<file path="config.mk">
export PLATFORM = sky130hd
export DESIGN_NAME = ldc_lcd_drive_control
export DESIGN_NICKNAME = d
export VERILOG_FILES = /design/src/ldc_pkg.sv /design/src/ldc_divider.sv /design/src/ldc_lcd_drive_control.sv
export SDC_FILE = /design/constraint.sdc
export NUM_CORES = 1
export LEC_CHECK = 0
export BUFFER_PORTS_ARGS = -buffer_cell sky130_fd_sc_hd__buf_2
export CAP_MARGIN = 20
export CORE_UTILIZATION = 49
export CTS_CLUSTER_SIZE = 28
export DETAILED_ROUTE_END_ITERATION = 16
export PLACE_DENSITY = 0.81
export SYNTH_ARGS = -nofsm -noshare
export SYNTH_HDL_FRONTEND = slang
export SYNTH_HIERARCHICAL = 1
export SYNTH_SLANG_ARGS = --single-unit
</file>
<file path="constraint.sdc">
create_clock -name pclk -period 4.2 [get_ports pclk]
set_input_delay 0.42 -clock pclk [delete_from_list [all_inputs] [get_ports pclk]]
set_output_delay 0.42 -clock pclk [all_outputs]
set_load 0.05 [all_outputs]
</file>
<file path="src/ldc_pkg.sv">
// package for the lcd drive control register block
package ldc_pkg;

	// register indices as printed (not all multiples of four); byte address is four times these
	localparam logic [7:0] LDC_IDX_DISPLAY_CONTROL   = 8'h1b;
	localparam logic [7:0] LDC_IDX_DUTY_CLOCK_SELECT = 8'h1c;
	localparam logic [7:0] LDC_IDX_SEGMENT_PIN_ASSIGN = 8'h1f;
	localparam logic [9:0] LDC_ADDR_DISPLAY_CONTROL   = {LDC_IDX_DISPLAY_CONTROL, 2'b00};
	localparam logic [9:0] LDC_ADDR_DUTY_CLOCK_SELECT = {LDC_IDX_DUTY_CLOCK_SELECT, 2'b00};
	localparam logic [9:0] LDC_ADDR_SEGMENT_PIN_ASSIGN = {LDC_IDX_SEGMENT_PIN_ASSIGN, 2'b00};
	// own status register, read only
	localparam logic [9:0] LDC_ADDR_STATUS            = 10'h080;

	// field positions
	localparam int LDC_BLANK_DISPLAY_BIT    = 0;
	localparam int LDC_POWER_SWITCH_BIT     = 1;
	localparam int LDC_LOWPOWER_DISPLAY_BIT = 2;
	localparam int LDC_DIVIDER_CONNECT_BIT  = 3;
	localparam int LDC_PORT6_SEGMENT_BIT    = 1;
	localparam int LDC_PORT7_SEGMENT_BIT    = 2;

	// reset values
	localparam logic [3:0] LDC_RST_DISPLAY_CONTROL   = 4'h0;
	localparam logic [3:0] LDC_RST_DUTY_CLOCK_SELECT = 4'h0;
	localparam logic [3:0] LDC_RST_SEGMENT_PIN_ASSIGN = 4'h0;

	// duty encodings
	localparam logic [1:0] LDC_DUTY_QUARTER = 2'h0;
	localparam logic [1:0] LDC_DUTY_THIRD   = 2'h1;
	localparam logic [1:0] LDC_DUTY_HALF    = 2'h2;
	localparam logic [1:0] LDC_DUTY_STATIC  = 2'h3;

	// clock source encodings
	localparam logic [1:0] LDC_SRC_SUB_DIV64    = 2'h0;
	localparam logic [1:0] LDC_SRC_OSC_DIV1024  = 2'h1;
	localparam logic [1:0] LDC_SRC_OSC_DIV8192  = 2'h2;
	localparam logic [1:0] LDC_SRC_TIMER_LINKED = 2'h3;

	// base divide ratios (ratio = base / duty, where duty = 1/n)
	localparam int LDC_DIV_SUB_DIV64   = 64;
	localparam int LDC_DIV_OSC_1024    = 1024;
	localparam int LDC_DIV_OSC_8192    = 8192;
	localparam int LDC_DIV_OSC_16384   = 16384;
	localparam int LDC_DIV_SUB_512     = 512;

	localparam logic [31:0] LDC_RDATA_ZERO = 32'h0000_0000;

	// decoded control set handed to the waveform side
	typedef struct packed {
		logic       display_on;
		logic       power_on;
		logic       lowpower_display;
		logic       divider_connect;
		logic [1:0] duty;
		logic [1:0] clk_src;
		logic       port6_seg;
		logic       port7_seg;
	} ldc_ctrl_t;

endpackage : ldc_pkg

</file>
<file path="src/ldc_divider.sv">
// frame clock divider: one pulse per n source ticks
`timescale 1ns/1ps
module ldc_divider
	import ldc_pkg::*;
(
	input  wire logic        pclk,
	input  wire logic        presetn,
	input  wire logic        tick,
	input  wire logic [14:0] ratio,
	output logic             pulse
);
	logic [14:0] count;
	wire         wrap = (count >= ratio - 15'd1);

	// restart when the ratio shrinks below the count so no long wrap occurs
	always_ff @(posedge pclk or negedge presetn) begin
		if (!presetn) begin
			count <= 15'h0000;
			pulse <= 1'b0;
		end else begin
			pulse <= tick & wrap;
			if (tick) begin
				count <= wrap ? 15'h0000 : count + 15'd1;
			end
		end
	end
endmodule : ldc_divider

</file>
<file path="src/ldc_lcd_drive_control.sv">
// lcd drive control registers, apb slave and panel control outputs
//
// Function
// - control bit 1 switches the drive power switch off or on.
// - control bit 2 enables display in watch and subactive modes.
// - control bit 3 low connects divider resistor; high disconnects it.
// - duty/clock register is four write-only bits choosing duty and clock.
// - timer mode bit 3 low makes fourth source oscillator duty over 16384.
// - timer mode bit 3 high makes fourth source subclock duty over 512.
// - frame rate scales with duty; subclock source gives 512 or 128 hz.
// - segment register bit 1 turns port 6, bit 2 port 7 into segments.
// - reassignment works on four-pin groups covering segments 13 to 20; here the groups gate seg_out bits 0 to 7.
// - low-power display off grounds all pins and powers off in watch modes.
// - with power switch on the first drive level ties to supply.
//
// Chosen here: the APB slave port.
`timescale 1ns/1ps
module ldc_lcd_drive_control
	import ldc_pkg::*;
(
	input  wire logic         pclk,
	input  wire logic         presetn,
	input  wire logic         psel,
	input  wire logic         penable,
	input  wire logic         pwrite,
	input  wire logic [11:0]  paddr,
	input  wire logic [31:0]  pwdata,
	input  wire logic [3:0]   pstrb,
	output logic [31:0]       prdata,
	output logic              pready,
	output logic              pslverr,
	input  wire logic         osc_tick,
	input  wire logic         subclk_tick,
	input  wire logic         timer_a_subclock_sel,
	input  wire logic         lowpower_mode,
	input  wire logic [31:0]  seg_ram_data,
	output logic [31:0]       seg_out,
	output logic              seg_ground,
	output logic              com_ground,
	output logic              power_switch_on,
	output logic              v1_tied_to_supply,
	output logic              divider_connected,
	output logic              port6_is_segment,
	output logic              port7_is_segment,
	output logic              frame_pulse,
	output ldc_ctrl_t         ctrl
);
	logic [3:0] display_control;
	logic [3:0] duty_clock_select;
	logic [3:0] segment_pin_assign;

	// pin-level inputs pass two flops before use
	// a slow tick is sampled many times per level, so no edge is lost
	logic [3:0] sync1;
	logic [3:0] sync2;
	always_ff @(posedge pclk or negedge presetn) begin
		if (!presetn) begin
			sync1 <= 4'h0;
			sync2 <= 4'h0;
		end else begin
			sync1 <= {timer_a_subclock_sel, lowpower_mode, subclk_tick, osc_tick};
			sync2 <= sync1;
		end
	end
	wire osc_lvl   = sync2[0];
	wire sub_lvl   = sync2[1];
	wire lp_mode   = sync2[2];
	wire tma_sub   = sync2[3];

	// rising-edge detect on the synchronised clock levels
	// reset value matches the idle tick level, so no false edge follows reset
	logic osc_q;
	logic sub_q;
	always_ff @(posedge pclk or negedge presetn) begin
		if (!presetn) begin
			osc_q <= 1'b0;
			sub_q <= 1'b0;
		end else begin
			osc_q <= osc_lvl;
			sub_q <= sub_lvl;
		end
	end
	wire osc_rise = osc_lvl & ~osc_q;
	wire sub_rise = sub_lvl & ~sub_q;

	// apb decode; writes take effect in the access phase, zero wait states
	wire [9:0] waddr        = paddr[11:2];
	wire       access       = psel & penable;
	// waddr is a word index, so it is held against the register indices
	wire       hit_ctrl     = (waddr == {2'b00, LDC_IDX_DISPLAY_CONTROL});
	wire       hit_duty     = (waddr == {2'b00, LDC_IDX_DUTY_CLOCK_SELECT});
	wire       hit_seg      = (waddr == {2'b00, LDC_IDX_SEGMENT_PIN_ASSIGN});
	wire       hit_stat     = (waddr == LDC_ADDR_STATUS);
	wire       mapped       = hit_ctrl | hit_duty | hit_seg | hit_stat;
	// write-only registers and the read-only status refuse the wrong direction
	wire       dir_ok       = pwrite ? (hit_ctrl | hit_duty | hit_seg) : hit_stat;
	// a write with byte lane 0 off carries no register bits and is ignored
	wire       wr_ok        = access & pwrite & dir_ok & pstrb[0];
	wire       wr_ctrl      = wr_ok & hit_ctrl;
	wire       wr_duty      = wr_ok & hit_duty;
	wire       wr_seg       = wr_ok & hit_seg;

	// zero wait states: the slave never stretches a transfer
	assign pready  = 1'b1;
	assign pslverr = access & ~(mapped & dir_ok);

	// register storage
	always_ff @(posedge pclk or negedge presetn) begin
		if (!presetn) begin
			display_control    <= LDC_RST_DISPLAY_CONTROL;
			duty_clock_select  <= LDC_RST_DUTY_CLOCK_SELECT;
			segment_pin_assign <= LDC_RST_SEGMENT_PIN_ASSIGN;
		end else begin
			if (wr_ctrl) display_control <= pwdata[3:0];
			if (wr_duty) duty_clock_select <= pwdata[3:0];
			// only bits 1 and 2 exist; others stay zero
			if (wr_seg) segment_pin_assign <= pwdata[3:0] & 4'h6;
		end
	end

	// field decode
	// control bit 3 is active low, unlike its neighbours
	wire       blank_n     = display_control[LDC_BLANK_DISPLAY_BIT];
	wire       pwr_bit     = display_control[LDC_POWER_SWITCH_BIT];
	wire       lp_disp     = display_control[LDC_LOWPOWER_DISPLAY_BIT];
	wire       div_conn    = ~display_control[LDC_DIVIDER_CONNECT_BIT];
	wire [1:0] duty_sel    = duty_clock_select[1:0];
	wire [1:0] clk_sel     = duty_clock_select[3:2];

	// in watch/subactive without low-power display everything is grounded
	// register fields are kept, so leaving watch mode restores the display
	wire       lp_off      = lp_mode & ~lp_disp;
	wire       pwr_eff     = pwr_bit & ~lp_off;

	// duty denominator n (duty = 1/n); static counts as 1
	logic [2:0] duty_n;
	always_comb begin
		unique case (duty_sel)
			LDC_DUTY_QUARTER: duty_n = 3'd4;
			LDC_DUTY_THIRD:   duty_n = 3'd3;
			LDC_DUTY_HALF:    duty_n = 3'd2;
			LDC_DUTY_STATIC:  duty_n = 3'd1;
		endcase
	end

	// each source gives one common phase per base_div input edges; a frame is n
	// phases, so the frame rate is fin / (base_div * n): static on the subclock
	// source runs at 32768 / 64 hz, quarter duty at a quarter of that
	logic [14:0] base_div;
	logic        use_sub;
	always_comb begin
		unique case (clk_sel)
			LDC_SRC_SUB_DIV64: begin
				base_div = 15'(LDC_DIV_SUB_DIV64);
				use_sub  = 1'b1;
			end
			LDC_SRC_OSC_DIV1024: begin
				base_div = 15'(LDC_DIV_OSC_1024);
				use_sub  = 1'b0;
			end
			LDC_SRC_OSC_DIV8192: begin
				base_div = 15'(LDC_DIV_OSC_8192);
				use_sub  = 1'b0;
			end
			LDC_SRC_TIMER_LINKED: begin
				base_div = tma_sub ? 15'(LDC_DIV_SUB_512)
				                   : 15'(LDC_DIV_OSC_16384);
				use_sub  = tma_sub;
			end
		endcase
	end

	// one divider serves every source; the select decides which edges it counts
	// the divider pulses once per common phase; ratios reach 16384 edges, hence
	// fifteen count bits
	wire        src_tick = use_sub ? sub_rise : osc_rise;
	wire [14:0] frame_ratio = base_div;
	logic       frame_raw;
	ldc_divider u_div (
		.pclk    (pclk),
		.presetn (presetn),
		.tick    (src_tick),
		.ratio   (frame_ratio),
		.pulse   (frame_raw)
	);

	// common phase pulse: frame split into n phases, so frame rate = fin*duty/base
	logic [2:0] phase;
	always_ff @(posedge pclk or negedge presetn) begin
		if (!presetn) begin
			phase <= 3'h0;
		end else if (frame_raw) begin
			phase <= (phase >= duty_n - 3'd1) ? 3'h0 : phase + 3'd1;
		end
	end
	wire frame_done = frame_raw & (phase >= duty_n - 3'd1);

	// port groups of four pins gate seg_out bits 0-3 (port 6) and 4-7 (port 7)
	// pins of a group left as ports never show segment data
	wire p6_seg = segment_pin_assign[LDC_PORT6_SEGMENT_BIT];
	wire p7_seg = segment_pin_assign[LDC_PORT7_SEGMENT_BIT];
	wire [31:0] group_mask = {24'hff_ffff, {4{p7_seg}}, {4{p6_seg}}};

	// segment data: blank or grounded forces all off
	wire        seg_enable = blank_n & ~lp_off;
	wire [31:0] next_seg   = seg_enable ? (seg_ram_data & group_mask) : 32'h0000_0000;

	// segment drive: registered so the panel sees no decode glitches
	always_ff @(posedge pclk or negedge presetn) begin
		if (!presetn) begin
			seg_out <= 32'h0000_0000;
		end else begin
			seg_out <= next_seg;
		end
	end

	// pin grounding in watch/subactive modes; commons and segments move together
	always_ff @(posedge pclk or negedge presetn) begin
		if (!presetn) begin
			seg_ground <= 1'b0;
			com_ground <= 1'b0;
		end else begin
			seg_ground <= lp_off;
			com_ground <= lp_off;
		end
	end

	// power switch and first drive level share one source, so they never disagree
	always_ff @(posedge pclk or negedge presetn) begin
		if (!presetn) begin
			power_switch_on   <= 1'b0;
			v1_tied_to_supply <= 1'b0;
		end else begin
			power_switch_on   <= pwr_eff;
			v1_tied_to_supply <= pwr_eff;
		end
	end

	// divider resistor and port group modes; divider reads 0 in reset, 1 right after
	always_ff @(posedge pclk or negedge presetn) begin
		if (!presetn) begin
			divider_connected <= 1'b0;
			port6_is_segment  <= 1'b0;
			port7_is_segment  <= 1'b0;
		end else begin
			divider_connected <= div_conn;
			port6_is_segment  <= p6_seg;
			port7_is_segment  <= p7_seg;
		end
	end

	// one-cycle frame marker
	always_ff @(posedge pclk or negedge presetn) begin
		if (!presetn) begin
			frame_pulse <= 1'b0;
		end else begin
			frame_pulse <= frame_done;
		end
	end

	// decoded control bundle for the waveform generator
	// field order follows the struct declaration
	ldc_ctrl_t next_ctrl;
	assign next_ctrl = {seg_enable,   // display_on
	                    pwr_eff,      // power_on
	                    lp_disp,      // lowpower_display
	                    div_conn,     // divider_connect
	                    duty_sel,     // duty
	                    clk_sel,      // clk_src
	                    p6_seg,       // port6_seg
	                    p7_seg};      // port7_seg
	always_ff @(posedge pclk or negedge presetn) begin
		if (!presetn) begin
			ctrl <= '0;
		end else begin
			ctrl <= next_ctrl;
		end
	end

	// status read: registers are write-only, so software sees state here;
	// sequencing the power switch around a drive voltage change is left to software
	// fields: [3:0] control, [7:4] duty/clock, [8] port 6, [9] port 7, [10] grounded
	wire [20:0] stat_pad    = 21'h00_0000;
	wire [31:0] status_word = {stat_pad, lp_off, p7_seg, p6_seg,
	                           duty_clock_select, display_control};

	// read data loads in the setup cycle so it stands through the access cycle;
	// any other setup or an idle bus clears it, so a refused read returns zero
	wire        rd_setup    = psel & ~penable;
	wire        rd_load     = ~psel | rd_setup;
	wire [31:0] next_prdata = (rd_setup & ~pwrite & hit_stat) ? status_word : LDC_RDATA_ZERO;
	always_ff @(posedge pclk or negedge presetn) begin
		if (!presetn) begin
			prdata <= LDC_RDATA_ZERO;
		end else if (rd_load) begin
			prdata <= next_prdata;
		end
	end
endmodule : ldc_lcd_drive_control

</file>
After elaboration in Yosys (flattened, before gate mapping) --
Cells that the tools add are included.
Operators by class: order comparisons 2, reductions and logical operators 3, add/sub/neg operators 4, muxes and demuxes 10, bitwise gates (word level) 33, eq/ne operators 10
Operators with widths (number):
- 15-bit case mux with 4 select lines | 1
- 32-bit bitwise AND | 1
- 32-bit two-way mux | 1
- 10-bit by 5-bit equality test with 1-bit output (second input constant) | 3
- 15-bit two-way mux | 2
- 1-bit bitwise AND | 19
- 15-bit by 1-bit adder with 15-bit output (second input constant) | 1
- 15-bit greater-or-equal comparator | 1
- 15-bit by 1-bit subtractor with 15-bit output (second input constant) | 1
- 3-bit case mux with 4 select lines | 1
- 11-bit two-way mux | 1
- 10-bit by 8-bit equality test with 1-bit output (second input constant) | 1
- 1-bit NOT | 9
- 2-bit equality test (second input constant) | 4
- 2-bit by 1-bit equality test with 1-bit output (second input constant) | 2
- 2-bit zero test | 2
- 1-bit bitwise OR | 4
- 3-bit by 1-bit adder with 3-bit output (second input constant) | 1
- 3-bit greater-or-equal comparator | 1
- 3-bit two-way mux | 1
- 1-bit case mux with 3 select lines | 1
- 3-bit by 1-bit subtractor with 3-bit output (second input constant) | 1
- 1-bit two-way mux | 2
- 2-bit OR reduction | 1
Word-level totals: output and inout bits 84, bits of input ports 89, logic and storage cells 84, register bits after elaboration 115

Logic depth before layout (Yosys ltp) --
word-level depth 7, mapped depth 15, mapped depth without buffers 14

Cells and area by module --
The synthesis kept the hierarchy.
Modules (own cells, without submodules):
- ldc_lcd_drive_control | seq. area each 1951.9 µm², area an instance 3024.2 µm², cells an instance 232, times used 1
- ldc_divider | seq. area each 400.4 µm², area an instance 1335.0 µm², cells an instance 152, times used 1

Least setup slack after synthesis --
No wires, ideal clock.
path kind reg-to-reg, start register duty_clock_select[2], end register u_div.count[0], required time 4.075 ns, data arrival time 2.863 ns, setup time 0.125 ns, stages on the path, launching flop included 15, setup slack 1.213 ns, clock period less this slack 2.987 ns, cell sequence dfrtp_1 -> inv_1 -> ha_1 -> or4_4 -> nor2_4 -> nand3_2 -> nor4_2 -> xnor2_1 -> ha_1 -> nand2_1 -> nor2_1 -> nand2_1 -> o21ai_1 -> nor2_1 -> mux2_2
On the way: cells in the longest elaborated chain, start to end 5, elaborated cells between the ends (all ways) 11, those cells by class add/sub (1); order compare (1); eq/ne (3); mux (4); reduce/logical (2)
Ends and longest elaborated chain:
- from (decl) | line ldc_lcd_drive_control.sv:49 | logic [3:0] duty_clock_select;
- from (signal assigned) | line ldc_lcd_drive_control.sv:115 | if (wr_duty) duty_clock_select <= pwdata[3:0];
- 2-bit equality test, or another cell as far along | line ldc_lcd_drive_control.sv:152 | unique case (clk_sel)
- 15-bit case mux with 4 select lines * | line ldc_lcd_drive_control.sv:152
- net base_div[6] | line ldc_lcd_drive_control.sv:149 | logic [14:0] base_div;
- 15-bit by 1-bit subtractor with 15-bit output * | line ldc_divider.sv:13 | wire wrap = (count >= ratio - 15'd1);
- 15-bit greater-or-equal comparator * | line ldc_divider.sv:13
- 15-bit two-way mux * | line ldc_divider.sv:23 | count <= wrap ? 15'h0000 : count + 15'd1;
- to (signal assigned) | line ldc_divider.sv:23
- to (decl) | line ldc_divider.sv:12 | logic [14:0] count;
Mark *: on every way through the listed nets, which the timed path passes. The rest lies on a longest branch. A chain may end at the register's enable or synchronous reset.

Worst setup path after layout --
start register duty_clock_select[2], end register u_div.count[12]
Same word-level chain as after synthesis.

==> impl_results.md <==
* Critical Path Start: duty_clock_select[2]
* Met1 Track Usage GR at 0.256
* Final Cycle Share at 0.869
* Hold-fix buffers at CTS at 0
* Met2 Usage GRT at 0.343
* DR pass1 iterations at 4
* Top post-synthesis cells by count: 94 x dfrtp_1, 36 x and3_1, 30 x buf_4, 26 x nand2_1
* Final WL at 8660 microns
* Max-slew violations at 0
* FF-to-FF End: u_div/count[12]
* Flops & latches, synth at 94
* Largest net degree at the start of global routing at 59
* CP required at 4.43 ns
* Grt ovf at 0
* Top-count cell post-synth: dfrtp_1
* Final hold vios at 0
* Global-route wire length before repair at roughly 14000 microns
* Max-slew headroom at 0.444
* Clock transition at path regs at about 0.10 ns
* Fillcell total at approximately 740
* Synth area leaders: dfrtp_1 54%, ha_1 7.2%, and3_1 5.2%, buf_4 5.2%, a22o_1 2.4%
* Max_cap viols at 0
* YS warnings at 6
* Core area at 0.00868 sq mm
* Root Driver: clkbuf_8
* Place WS at about 0.58 ns
* Area of the multi-input gates at 0.00190 sq mm
* Vias/cell at 4.90
* CTS max path bufs at 2
* Initial antenna violation count at 0
* Unique cell type count in the Yosys netlist at 45
* Crit path kind: register to register
* TritonCTS Buffers at 9
* Final TNS setup at 0 ns
* Static leakage at 2.98 nW
* Avg Inst Size Synth at roughly 11 sq um
* Final min period at approximately 3.6 ns
* # clock sinks at 94
* Top cell type's share of synthesized area at 0.540
* Clk_skew at 0.0134 ns
* Cell taking the most area after synthesis: dfrtp_1
* Startpoint Class: register
* Vias in the first global route at 3064
* CTS H-tree lvls at 3
* Placer congestion estimate at between 0.7 and 0.8
* Post-CTS Resized at 0
* Post-Syn Instances at 384
* Async S/R FF share, synth at 1.00
* Peak supply drop at 0.186 mV
* Most Crowded Layer GR: met2
* Worst-path fanout max at 10
* Via count at 3142
* Setup ws final at approximately 0.55 ns
* R2R Setup Slk at 0.55 ns
* Status: finished clean
* Wire length per cell at 13.5 microns
* Fin util at 0.606
* Mapped Area at 0.00436 sq mm
* Seq/Total Area, Yosys at 0.540
* Worst-margin pin slew at 0.831 ns
* Post-synth EDFFs at 0
* Die X at 96.3 microns
* DRC errors left at 0
* Port Buf Inserts at roughly 120
* Peak Freq at 274 MHz
* Post-CTS Setup Bufs at 0
* Hold Crit Class: primary input to async pin
* CTS tree: built
* Worst EP arrival at 3.88 ns
* Clk_lat worst skew at 0.36 ns
* RSZ-0062 raised after global routing: false
* Post-synth top flop: dfrtp_1
* Final setup viols at 0
* Storage cell area at 0.00235 sq mm
* DIE AREA at 0.00928 sq mm
* Setup crit end: u_div/count[12]
* Die Span Y at between 90 and 100 microns
* Power Dens Cells at 426 mW/mm^2
* Post-DRT Antenna Nets at 0
* Initial drt markers at 76
* Initial core utilization at 0.502
* FF-to-FF Start: duty_clock_select[2]
* Io pins at 173
* Row count at 34
* Share of layout cells above drive strength 1 at 0.276
* Endpoint class of the critical path: register
* Antenna diodes at 0
* Post-layout nets at 642
* Layout area overhead at 20.6%
* DP Wirelength at 6370 microns
* Worst R2R Path Depth at 14
* M3 GR Usage at 0.0340
* GRT Util Overall at 0.201
[placed cells by master, fill, tap and decap left out, drive strengths merged, types with 2 or more instances in the layout]
cell	synthesis	final
nand4	4	4
nor2b	6	6
mux2	8	8
and2	8	8
clkinvlp	0	2
inv	12	13
and3	36	36
nand2	26	26
o2bb2ai	3	3
o21ai	16	16
xor2	10	10
a22o	12	12
nor3	5	5
ha	25	25
nor2	27	27
clkbuf	7	10
conb	2	55
nand3	7	7
dfrtp	94	94
nor4	4	4
or4	2	2
nand3b	2	2
bufinv	0	2
and4	3	3
xnor2	11	11
a21oi	10	10
a21o	4	4
buf	32	119
[critical path, cell delays in order (launching register included)]
cell and delay (ns):
dfrtp_1 0.46, inv_1 0.11, ha_1 0.28, or4_4 0.56, nor2_4 0.12, nand3_2 0.11
nor4_2 0.20, xnor2_1 0.12, ha_1 0.29, nand2_1 0.06, nor2_1 0.17, nand2_1 0.08
o21ai_1 0.44, and2_1 0.42, nor2_1 0.10
[layout make-up]
| class | instances | area share |
|---|---|---|
| Multi-Input combinational cell | 292 | 0.361 |
| Tap cell | 108 | 0.0257 |
| Clock inverter | 6 | 0.0181 |
| Inverter | 12 | 0.00857 |
| Sequential cell | 94 | 0.447 |
| Timing Repair Buffer | 119 | 0.115 |
| Clock buffer | 10 | 0.0243 |
[flip-flops by register name (all words and copies together), names as in the netlist, 4 cells and up]
name and cells:
seg_out 32, ctrl 10, sync2 4, sync1 4, display_control 4, prdata 11
u_div/count 15, duty_clock_select 4
[worst min path at each step]
| stage | depth (start not counted) | start | end |
|---|---|---|---|
| 6_report | 1 | presetn | seg_out[5] |
| 5_1_grt | 1 | osc_tick | sync1[0] |
| 4_1_cts | 1 | presetn | seg_out[5] |
| 3_5_place_dp | 0 | sync1[0] | sync2[0] |
| 3_3_place_gp | 0 | sync1[2] | sync2[2] |
| 2_1_floorplan | 0 | presetn | com_ground |
[per-layer routing]
layer	vias to the layer above	routed length, microns
met3	11	390
met4	0	119
li1	1519	-
met1	1525	3720
met2	87	4430
met5	-	0
[power breakdown]
part | switching, W | leakage, nW | internal [W]
registers | 0.000106 | 1.23 | 0.000992
clock network | 0.000323 | 0.105 | 0.000341
logic | 0.000292 | 1.64 | 0.000184
[logic make-up (layout without fill, tap and decap cells)]
family | Yosys count | in the layout | synth area share
AOI/OAI and AO/OA | 48 | 48 | 0.0720
DFF | 94 | 94 | 0.540
adders and majority gates | 25 | 25 | 0.0718
buffers and inverters | 51 | 147 | 0.0703
muxes | 8 | 8 | 0.0207
other | 2 | 55 | 0.00172
and+or+nand+nor | 135 | 135 | 0.182
xor gates and xnor gates | 21 | 21 | 0.0422
[per-stage QoR]
step	total power, W	instance area (sq um)	cells	hold WS, ns
detailed placement	0.00157	5030	625	0.335
finish	0.00224	5260	641	0.0984
CTS	0.00224	5260	641	0.128
floorplan	0.00145	4560	437	0.124
global route	0.00237	5260	641	0.143
global placement	0.00153	5030	625	0.333
(Power assumes the default switching activity.)
